`src/pkg/pss_defs.svh`:
```
// register indices, field positions, reset values and sizes of the pressure readout block
`ifndef PSS_DEFS_SVH
`define PSS_DEFS_SVH
`define PSS_IDX_QUEUE_CTRL 8'h14
`define PSS_IDX_OFFSET_LOW 8'h18
`define PSS_IDX_OFFSET_HIGH 8'h19
`define PSS_IDX_QUEUE_STATUS 8'h26
`define PSS_IDX_SAMPLE_STATUS 8'h27
`define PSS_IDX_PRESS_LOW 8'h28
`define PSS_IDX_PRESS_MID 8'h29
`define PSS_IDX_PRESS_HIGH 8'h2a
`define PSS_IDX_TEMP_LOW 8'h2b
`define PSS_IDX_TEMP_HIGH 8'h2c
`define PSS_IDX_FILTER_RESET 8'h33
`define PSS_IDX_MODE_CTRL 8'h40
`define PSS_QS_THR_BIT 7
`define PSS_QS_OVR_BIT 6
`define PSS_SS_TOR_BIT 5
`define PSS_SS_POR_BIT 4
`define PSS_SS_TDA_BIT 1
`define PSS_SS_PDA_BIT 0
`define PSS_MODE_DIFF_BIT 0
`define PSS_MODE_AZERO_BIT 1
`define PSS_MODE_AREF_BIT 2
`define PSS_MODE_LPF_BIT 3
`define PSS_QUEUE_DEPTH 32
`define PSS_LEVEL_W 6
`define PSS_WM_W 5
`define PSS_PRESS_W 24
`define PSS_TEMP_W 16
`define PSS_OFFSET_SHIFT 8
`define PSS_LPF_SHIFT 2
`define PSS_RST_BYTE 8'h00
`define PSS_RST_PRESS 24'h000000
`define PSS_RST_TEMP 16'h0000
`endif

```
`src/pkg/pss_pkg.sv`:
```
// types shared by the pressure readout block
package pss_pkg;
   typedef struct packed {
      logic valid;
      logic [23:0] value;
   } pss_press_t;
   typedef struct packed {
      logic valid;
      logic [15:0] value;
   } pss_temp_t;
   typedef struct packed {
      logic threshold;
      logic overrun;
      logic [5:0] level;
   } pss_queue_stat_t;
   typedef enum logic [0:0] {
      LPF_EMPTY,
      LPF_RUN
   } pss_lpf_state_t;
endpackage

```
`src/core/pss_top.sv`:
```
// pressure sensor readout and status registers behind an apb slave
// Overview of operation
// RQ1: threshold bit 7 when level at watermark
// RQ2: overrun bit 6 when full sample overwritten
// RQ3: six-bit unread sample count, 32 full
// RQ4: overwrite shows threshold, overrun, full count
// RQ5: temperature overrun bit 5 on replace
// RQ6: pressure overrun bit 4 on replace
// RQ7: temperature available bit 1 on fresh result
// RQ8: pressure available bit 0 on fresh result
// RQ9: sample status refreshed each data period
// RQ10: 24-bit pressure over three bytes
// RQ11: pressure minus stored offset, modes off
// RQ12: 16-bit temperature over two bytes
// RQ13: filter reset register read restarts filter
// RQ14: watermark from queue control low bits
// RQ15: offset scaled by 256 before subtract
// RQ16: reading results clears available and overrun
//
// The APB register port was chosen for this implementation.
`timescale 1ns/1ps
`include "pss_defs.svh"
module pss_top (
   input wire logic clk_sys,
   input wire logic rst_n,
   input wire logic clk_en,
   input wire logic psel,
   input wire logic penable,
   input wire logic pwrite,
   input wire logic [9:0] paddr,
   input wire logic [31:0] pwdata,
   input wire logic [3:0] pstrb,
   output logic [31:0] prdata,
   output logic pready,
   output logic pslverr,
   input wire pss_pkg::pss_press_t press_sample,
   input wire pss_pkg::pss_temp_t temp_sample,
   input wire logic odr_tick,
   input wire logic queue_push,
   input wire logic queue_pop
);
   function automatic logic [9:0] reg_addr(input logic [7:0] idx);
      reg_addr = {idx, 2'b00};
   endfunction

   logic [31:0] prdata_q;
   logic pready_q;
   logic pslverr_q;
   logic [7:0] queue_ctrl_q;
   logic [7:0] offset_low_q;
   logic [7:0] offset_high_q;
   logic [7:0] mode_ctrl_q;
   logic [7:0] sample_status_q;
   logic [23:0] press_result_q;
   logic [15:0] temp_result_q;
   logic p_da_q;
   logic p_or_q;
   logic t_da_q;
   logic t_or_q;
   logic lpf_valid;
   logic [23:0] lpf_data;
   pss_pkg::pss_queue_stat_t queue_stat;

   // apb access phase, answered one cycle after penable rises
   wire access = psel & penable & ~pready_q;
   wire wr = access & pwrite & pstrb[0];
   wire rd = access & ~pwrite;

   wire hit_qctrl = (paddr == reg_addr(`PSS_IDX_QUEUE_CTRL));
   wire hit_offl = (paddr == reg_addr(`PSS_IDX_OFFSET_LOW));
   wire hit_offh = (paddr == reg_addr(`PSS_IDX_OFFSET_HIGH));
   wire hit_qstat = (paddr == reg_addr(`PSS_IDX_QUEUE_STATUS));
   wire hit_sstat = (paddr == reg_addr(`PSS_IDX_SAMPLE_STATUS));
   wire hit_pl = (paddr == reg_addr(`PSS_IDX_PRESS_LOW));
   wire hit_pm = (paddr == reg_addr(`PSS_IDX_PRESS_MID));
   wire hit_ph = (paddr == reg_addr(`PSS_IDX_PRESS_HIGH));
   wire hit_tl = (paddr == reg_addr(`PSS_IDX_TEMP_LOW));
   wire hit_th = (paddr == reg_addr(`PSS_IDX_TEMP_HIGH));
   wire hit_lpfr = (paddr == reg_addr(`PSS_IDX_FILTER_RESET));
   wire hit_mode = (paddr == reg_addr(`PSS_IDX_MODE_CTRL));
   wire mapped = hit_qctrl | hit_offl | hit_offh | hit_qstat | hit_sstat | hit_pl | hit_pm |
                 hit_ph | hit_tl | hit_th | hit_lpfr | hit_mode;

   // RQ10 pressure byte lanes
   // RQ12 temperature byte lanes
   wire [7:0] rd_byte = hit_qctrl ? queue_ctrl_q :
                        hit_offl ? offset_low_q :
                        hit_offh ? offset_high_q :
                        hit_qstat ? queue_stat :
                        hit_sstat ? sample_status_q :
                        hit_pl ? press_result_q[7:0] :
                        hit_pm ? press_result_q[15:8] :
                        hit_ph ? press_result_q[23:16] :
                        hit_tl ? temp_result_q[7:0] :
                        hit_th ? temp_result_q[15:8] :
                        hit_mode ? mode_ctrl_q : `PSS_RST_BYTE;

   // RQ16 read clears flags
   wire p_clr = rd & hit_ph;
   wire t_clr = rd & hit_th;
   // RQ13 read restarts filter
   wire lpf_restart = rd & hit_lpfr & mode_ctrl_q[`PSS_MODE_LPF_BIT];

   wire any_mode = mode_ctrl_q[`PSS_MODE_DIFF_BIT] | mode_ctrl_q[`PSS_MODE_AZERO_BIT] |
                   mode_ctrl_q[`PSS_MODE_AREF_BIT];
   // RQ15 offset times 256
   wire [23:0] offset_scaled = {offset_high_q, offset_low_q, 8'h00};
   // RQ11 offset subtraction
   wire [23:0] press_d = any_mode ? lpf_data : lpf_data - offset_scaled;

   wire p_new = lpf_valid;
   wire t_new = temp_sample.valid;
   // RQ8 pressure available
   wire p_da_d = p_new | (p_da_q & ~p_clr);
   // RQ6 pressure overrun
   wire p_or_d = (p_new & p_da_q & ~p_clr) | (p_or_q & ~p_clr);
   // RQ7 temperature available
   wire t_da_d = t_new | (t_da_q & ~t_clr);
   // RQ5 temperature overrun
   wire t_or_d = (t_new & t_da_q & ~t_clr) | (t_or_q & ~t_clr);
   wire [7:0] live_status = {2'b00, t_or_d, p_or_d, 2'b00, t_da_d, p_da_d};
   wire [7:0] clr_mask = ~({2'b00, t_clr, p_clr, 2'b00, t_clr, p_clr});

   always_ff @(posedge clk_sys or negedge rst_n) begin
      if (!rst_n) begin
         prdata_q <= 32'h00000000;
         pready_q <= 1'b0;
         pslverr_q <= 1'b0;
      end else if (clk_en) begin
         pready_q <= access;
         pslverr_q <= access & ~mapped;
         if (rd) begin
            prdata_q <= {24'h000000, rd_byte};
         end
      end
   end

   // RQ14 watermark register
   always_ff @(posedge clk_sys or negedge rst_n) begin
      if (!rst_n) begin
         queue_ctrl_q <= `PSS_RST_BYTE;
         offset_low_q <= `PSS_RST_BYTE;
         offset_high_q <= `PSS_RST_BYTE;
         mode_ctrl_q <= `PSS_RST_BYTE;
      end else if (clk_en && wr) begin
         if (hit_qctrl) begin
            queue_ctrl_q <= pwdata[7:0];
         end
         if (hit_offl) begin
            offset_low_q <= pwdata[7:0];
         end
         if (hit_offh) begin
            offset_high_q <= pwdata[7:0];
         end
         if (hit_mode) begin
            mode_ctrl_q <= {4'h0, pwdata[3:0]};
         end
      end
   end

   always_ff @(posedge clk_sys or negedge rst_n) begin
      if (!rst_n) begin
         p_da_q <= 1'b0;
         p_or_q <= 1'b0;
         t_da_q <= 1'b0;
         t_or_q <= 1'b0;
      end else if (clk_en) begin
         p_da_q <= p_da_d;
         p_or_q <= p_or_d;
         t_da_q <= t_da_d;
         t_or_q <= t_or_d;
      end
   end

   // RQ9 status refresh
   always_ff @(posedge clk_sys or negedge rst_n) begin
      if (!rst_n) begin
         sample_status_q <= `PSS_RST_BYTE;
      end else if (clk_en) begin
         if (odr_tick) begin
            sample_status_q <= live_status;
         end else begin
            sample_status_q <= sample_status_q & clr_mask;
         end
      end
   end

   always_ff @(posedge clk_sys or negedge rst_n) begin
      if (!rst_n) begin
         press_result_q <= `PSS_RST_PRESS;
         temp_result_q <= `PSS_RST_TEMP;
      end else if (clk_en) begin
         if (p_new) begin
            press_result_q <= press_d;
         end
         if (t_new) begin
            temp_result_q <= temp_sample.value;
         end
      end
   end

   pss_lpf #(
      .W(`PSS_PRESS_W),
      .SHIFT(`PSS_LPF_SHIFT)
   ) u_lpf (
      .clk_sys(clk_sys),
      .rst_n(rst_n),
      .clk_en(clk_en),
      .enable(mode_ctrl_q[`PSS_MODE_LPF_BIT]),
      .restart(lpf_restart),
      .in_valid(press_sample.valid),
      .in_data(press_sample.value),
      .out_valid(lpf_valid),
      .out_data(lpf_data)
   );

   pss_level #(
      .DEPTH(`PSS_QUEUE_DEPTH),
      .LW(`PSS_LEVEL_W),
      .WMW(`PSS_WM_W)
   ) u_level (
      .clk_sys(clk_sys),
      .rst_n(rst_n),
      .clk_en(clk_en),
      .push(queue_push),
      .pop(queue_pop),
      .watermark_level(queue_ctrl_q[4:0]),
      .status(queue_stat)
   );

   assign prdata = prdata_q;
   assign pready = pready_q;
   assign pslverr = pslverr_q;
endmodule

```
`src/core/pss_level.sv`:
```
// queue fill level, threshold and overrun tracker
`timescale 1ns/1ps
`include "pss_defs.svh"
module pss_level #(
   parameter int DEPTH = `PSS_QUEUE_DEPTH,
   parameter int LW = `PSS_LEVEL_W,
   parameter int WMW = `PSS_WM_W
) (
   input wire logic clk_sys,
   input wire logic rst_n,
   input wire logic clk_en,
   input wire logic push,
   input wire logic pop,
   input wire logic [WMW-1:0] watermark_level,
   output pss_pkg::pss_queue_stat_t status
);
   localparam logic [LW-1:0] FULL = LW'(DEPTH);
   logic [LW-1:0] level_q;
   logic over_q;
   logic thr_q;
   wire full = (level_q == FULL);
   wire do_pop = pop & (level_q != '0);
   wire overwrite = push & full & ~do_pop;
   // RQ3 level count
   wire [LW-1:0] level_d = (push && !full && !do_pop) ? level_q + LW'(1) :
                           (do_pop && !push) ? level_q - LW'(1) : level_q;
   // RQ2 overrun sets
   wire over_d = overwrite | (over_q & ~do_pop);
   // RQ1 threshold compare
   wire thr_d = over_d | (level_d >= LW'(watermark_level));
   always_ff @(posedge clk_sys or negedge rst_n) begin
      if (!rst_n) begin
         level_q <= '0;
         over_q <= 1'b0;
         thr_q <= 1'b0;
      end else if (clk_en) begin
         level_q <= level_d;
         over_q <= over_d;
         thr_q <= thr_d;
      end
   end
   // RQ4 overwrite forces
   assign status.threshold = thr_q | over_q;
   assign status.overrun = over_q;
   assign status.level = over_q ? FULL : level_q;
endmodule

```
`src/core/pss_lpf.sv`:
```
// pressure low-pass filter with restart
`timescale 1ns/1ps
`include "pss_defs.svh"
module pss_lpf #(
   parameter int W = `PSS_PRESS_W,
   parameter int SHIFT = `PSS_LPF_SHIFT
) (
   input wire logic clk_sys,
   input wire logic rst_n,
   input wire logic clk_en,
   input wire logic enable,
   input wire logic restart,
   input wire logic in_valid,
   input wire logic [W-1:0] in_data,
   output logic out_valid,
   output logic [W-1:0] out_data
);
   pss_pkg::pss_lpf_state_t state_q;
   logic [W-1:0] acc_q;
   logic valid_q;
   wire signed [W:0] diff = $signed({in_data[W-1], in_data}) - $signed({acc_q[W-1], acc_q});
   wire signed [W:0] step = diff >>> SHIFT;
   wire [W-1:0] acc_run = acc_q + step[W-1:0];
   // first sample after a restart loads directly, skipping the settling ramp
   wire [W-1:0] acc_d = (!enable || state_q == pss_pkg::LPF_EMPTY) ? in_data : acc_run;
   always_ff @(posedge clk_sys or negedge rst_n) begin
      if (!rst_n) begin
         state_q <= pss_pkg::LPF_EMPTY;
         acc_q <= '0;
         valid_q <= 1'b0;
      end else if (clk_en) begin
         valid_q <= in_valid;
         case (state_q)
            pss_pkg::LPF_EMPTY: begin
               if (in_valid && enable && !restart) begin
                  state_q <= pss_pkg::LPF_RUN;
               end
            end
            pss_pkg::LPF_RUN: begin
               // RQ13 filter restart
               if (restart || !enable) begin
                  state_q <= pss_pkg::LPF_EMPTY;
               end
            end
            default: state_q <= pss_pkg::LPF_EMPTY;
         endcase
         if (in_valid) begin
            acc_q <= acc_d;
         end
      end
   end
   assign out_valid = valid_q;
   assign out_data = acc_q;
endmodule

```
`config.mk`:
```
export PLATFORM = sky130hd
export DESIGN_NAME = pss_top
export DESIGN_NICKNAME = d
export VERILOG_FILES = /design/src/pkg/pss_pkg.sv /design/src/core/pss_top.sv /design/src/core/pss_level.sv /design/src/core/pss_lpf.sv
export VERILOG_INCLUDE_DIRS = /design/src /design/src/pkg
export SDC_FILE = /design/constraint.sdc
export NUM_CORES = 1
export LEC_CHECK = 0
export ABC_CLOCK_PERIOD_IN_PS = 4900
export BUFFER_PORTS_ARGS = -buffer_cell sky130_fd_sc_hd__buf_2
export CORE_ASPECT_RATIO = 0.8
export CORE_UTILIZATION = 47
export CTS_CLUSTER_DIAMETER = 80
export CTS_CLUSTER_SIZE = 20
export DETAILED_ROUTE_END_ITERATION = 10
export PLACE_DENSITY = 0.76
export SYNTH_ARGS = -nofsm -noshare
export SYNTH_HDL_FRONTEND = slang
export SYNTH_SLANG_ARGS = --single-unit
```
`constraint.sdc`:
```
create_clock -name clk_sys -period 4.9 [get_ports clk_sys]
set_clock_uncertainty 0.15 [all_clocks]
set_input_delay 0.49 -clock clk_sys [delete_from_list [all_inputs] [get_ports clk_sys]]
set_output_delay 0.49 -clock clk_sys [all_outputs]
set_load 0.02 [all_outputs]
```
==> flow_summary_export.csv <==
group,metric,value,unit
setup_path,setup.worst_path.start_class,"register",
power_and_ir_drop,totalPowerFinal,4.06,mW
logic_synthesis,synthesis.instances,998,
grt,track_usage,25.4,%
clock_tree,number_of_sinks_on_the_clock_net,120,
logic_synthesis,syn-cell-area,8930,µm²
clock_tree,hold_buffers,0,
placement,placedCellCount,1305,
detailed_routing,drt_first_pass_iters,7,
floorplan,die_height,125,µm
grt,grt_pass1_vias,7356,
timing,drv_slew,0,
logic_synthesis,synth.lib_cells_used.distinct,82,
layout,post-route-cell-area,10000,µm²
clock_tree,cts.clk_slew.worst_paths,0.06,ns
power_and_ir_drop,p_leak,4.63,nW
job,count_of_max_cap_constraint_violations,0,
timing,final.setup.tns,0,ns
floorplan,starting_density_of_the_core,48.6,%
detailed_routing,vias,7767,
timing,slew_headroom,26.1,%
timing,final_hold_viol_count,0,
setup_path,end_kind,"register",
layout,layout.core_utilization,54.5,%
floorplan,ioPinCount,131,
placement,rd_place_congestion,0.924,
placement,placement.io_buffers,79,
setup_path,ff2ff_path_depth,18,
floorplan,std_cell_rows,44,
floorplan,fp.dieArea,19600,µm²
placement,preCtsSetupSlack,0.0445,ns
floorplan,core_region_area,18400,µm²
setup_path,worst_setup_endpoint,"u_lpf.out_data[20]$_DFFE_PN0P_",
grt,global_route_wire_length_before_repair,38500,µm
setup_path,timing.reg2reg.setup_slack,0.27,ns
detailed_routing,drt_iter0_drc,616,
detailed_routing,drc,0,
timing,report.final.setup_viol,0,
logic_synthesis,synth_area_leader_cell,"sky130_fd_sc_hd__dfrtp_1",
logic_synthesis,synth.top_cells.by_area,"sky130_fd_sc_hd__dfrtp_1, sky130_fd_sc_hd__ha_1, sky130_fd_sc_hd__mux2_2",
detailed_routing,total_routed_wirelength,24000,µm
power_and_ir_drop,pwr_density_cell,405,nW/µm²
logic_synthesis,synth.ff_latch_count,120,
logic_synthesis,top_cells_by_instance_count_after_synthesis,"sky130_fd_sc_hd__dfrtp_1, sky130_fd_sc_hd__nand2_1, sky130_fd_sc_hd__nor2_1",
logic_synthesis,synthDominantCellAreaShare,33.6,%
grt,grt_antenna_before_repair,0,
setup_path,worst_r2r_endpoint,"u_lpf.out_data[20]$_DFFE_PN0P_",
logic_synthesis,synthArstFlopShare,100,%
setup_path,worst-endpoint-arrival,4.79,ns
status,status,"finished, final reports clean",
setup_path,critical_path.reg2reg.startpoint,"u_lpf.out_data[2]$_DFFE_PN0P_",
clock_tree,tritoncts_clock_tree,"built",
timing,setup_ws,0.271,ns
layout,num_antenna_cells,0,
setup_path,crit_path_cell_trace,"inv_1 -> ha_1 -> a21o_1 -> a31o_2 -> a21oi_1 -> o21ai_1 -> nor2_1 -> nor2b_1 -> o21a_1 -> nor2_1 -> xnor2_1 -> ha_1 -> and4_1 -> and4_1 -> a221o_1 -> o41ai_2 -> mux2i_1 -> a221o_1",
setup_path,critical_path.max_fanout,6,
floorplan,die-width,156,µm
timing,worst_pin_slew,1.11,ns
logic_synthesis,synth_area_per_cell,8.95,µm²
clock_tree,clock_latency_of_the_later_clocked_register_in_the_worst_skew_pair,0.42,ns
timing,hold_ws,0.101,ns
placement,place.detailed.hpwl,18000,µm
grt,grt.overflow.total,0,
setup_path,worstSetupStartpoint,"u_lpf.out_data[2]$_DFFE_PN0P_",
placement,post_dp_cell_area,9460,µm²
layout,syn2layout_area_growth,12.3,%
layout,design.final.nets,1242,
clock_tree,clock_path_buffers,2,
layout,final_cells,1337,
setup_path,required,5.06,ns
min_path,hp-class,"input pin to async pin",
logic_synthesis,edff_count_synth,0,
timing,max_freq,216,MHz
setup_path,cpPeakStageDelay,0.37,ns
grt,grt_max_degree,83,
setup_path,critical_path.slowest_cell,"sky130_fd_sc_hd__dfrtp_1",
logic_synthesis,top_reg_cell_synth,"sky130_fd_sc_hd__dfrtp_1",
detailed_routing,detail-route-antenna-nets,0,
clock_tree,clock_tree.htree_level_count,4,
detailed_routing,routedWlPerCell,18.0,µm
timing,final.period_utilization,94.5,%
timing,final_period_minus_worst_setup_slack,4.63,ns
logic_synthesis,yosysMostFrequentCell,"sky130_fd_sc_hd__dfrtp_1",
power_and_ir_drop,peakVddDrop,0.277,mV
logic_synthesis,ys.warnings.count,0,
logic_synthesis,synth_seq_area_share,33.6,%
clock_tree,cts_made_buffers,17,
layout,drive_gt1_share,17.8,%
clock_tree,clock_tree.root_cell,"sky130_fd_sc_hd__clkbuf_16",
detailed_routing,drt-vias-per-instance,5.81,
setup_path,timing.setup.critical_path_class,"register to register",
-- layout by cell type (no fill, tap or decap), types with 5 or more instances in the layout --
cell                        instances
sky130_fd_sc_hd__a211oi_1          15
sky130_fd_sc_hd__nor2_1            73
sky130_fd_sc_hd__inv_1             61
sky130_fd_sc_hd__a31oi_1           15
sky130_fd_sc_hd__a222oi_1           7
sky130_fd_sc_hd__and3_1             8
sky130_fd_sc_hd__nor3_1            17
sky130_fd_sc_hd__a22oi_1           11
sky130_fd_sc_hd__nand2_1           97
sky130_fd_sc_hd__ha_1              71
sky130_fd_sc_hd__o21ai_1            8
sky130_fd_sc_hd__a221o_1            5
sky130_fd_sc_hd__buf_4              6
sky130_fd_sc_hd__o21bai_1           5
sky130_fd_sc_hd__xor2_1            20
sky130_fd_sc_hd__a221oi_1           6
sky130_fd_sc_hd__o21a_1            12
sky130_fd_sc_hd__nand3_1           19
sky130_fd_sc_hd__nand2b_1          12
sky130_fd_sc_hd__xnor2_1           37
sky130_fd_sc_hd__clkbuf_16         17
sky130_fd_sc_hd__a21oi_1           69
sky130_fd_sc_hd__buf_2             78
sky130_fd_sc_hd__o211ai_1           5
sky130_fd_sc_hd__o21ai_0           67
sky130_fd_sc_hd__a21o_1            21
sky130_fd_sc_hd__nor2b_1           12
sky130_fd_sc_hd__dfrtp_1          119
sky130_fd_sc_hd__mux2i_1            9
sky130_fd_sc_hd__mux2_2            47
sky130_fd_sc_hd__conb_1            24
sky130_fd_sc_hd__nand4_1            8
sky130_fd_sc_hd__or3_1              8
-- routing by layer --
metal  part of all wire (%)  GRT usage (%)
met2                     43           37.5
met5                      0              0
met4                    1.7           7.44
met3                    7.5           6.03
met1                     48           36.7
-- critical path, delay by kind of cell (launching register included) --
family / cells / cell delay (ns)
XOR/XNOR: 1 / 0.14
flip-flops: 1 / 0.37
multiplexers: 1 / 0.13
AO/OA/AOI/OAI: 8 / 2.11
buffers and inverters: 1 / 0.07
AND/OR/NAND/NOR: 5 / 0.91
adder cells (fa/ha/maj): 2 / 0.64
-- layout make-up --
class,instances,area (µm²)
timing repair buffer,84,435
sequential,120,3000
clock buffer,23,468
inverter,61,229
clock inverter,8,73.8
fill,1669,8360
tap,253,317
multi-input combinational,788,5500
-- flip-flops by register name (all words and copies together), names as in the netlist --
name             flops
offset_low_q         8
prdata               8
u_lpf.out_data      24
pslverr              1
t_or_q               1
u_level.level_q      6
pready               1
offset_high_q        8
p_or_q               1
temp_result_q       16
press_result_q      24
u_lpf.state_q        1
u_level.thr_q        1
u_level.over_q       1
u_lpf.out_valid      1
p_da_q               1
t_da_q               1
queue_ctrl_q         8
sample_status_q      4
mode_ctrl_q          4
-- cells by family (layout without fill, tap and decap cells) --
family,Yosys count,count (layout),synth area share (%)
compound gates,285,285,21.1
xor+xnor,57,57,5.59
fa+ha+maj,73,73,10.4
buf+inv,113,176,5.97
flops,120,120,33.6
mux,56,56,6.93
other cells,1,24,0.0420
simple gates,293,293,16.3
-- power breakdown --
part | leakage, nW | internal, mW | total, mW | switching [mW]
sequential | 1.48 | 1.14 | 1.29 | 0.159
combinational | 2.88 | 0.690 | 1.58 | 0.890
clock | 0.263 | 0.717 | 1.19 | 0.468
-- worst min path at each step --
| stage | startpoint | to | slack [ns] |
|---|---|---|---|
| after global placement | press_result_q[15]$_DFFE_PN0P_ | press_result_q[15]$_DFFE_PN0P_ | 0.31 |
| after CTS | temp_sample[12] | temp_result_q[12]$_DFFE_PN0P_ | 0.14 |
| after detailed placement | prdata[1]$_DFFE_PN0P_ | prdata[1]$_DFFE_PN0P_ | 0.32 |
| after floorplan | rst_n | mode_ctrl_q[0]$_DFFE_PN0P_ | 0.04 |
| final | rst_n | t_da_q$_DFFE_PN0P_ | 0.10 |
| after global routing | temp_sample[15] | temp_result_q[15]$_DFFE_PN0P_ | 0.14 |
-- timing repair --
item                                   CTS  global route
endpoints found under the hold margin    0             0
setup buffers                            0             1
setup endpoints to repair                0             2
gates resized for setup                  0             5
Note: power is estimated with default switching activity, not from simulation.
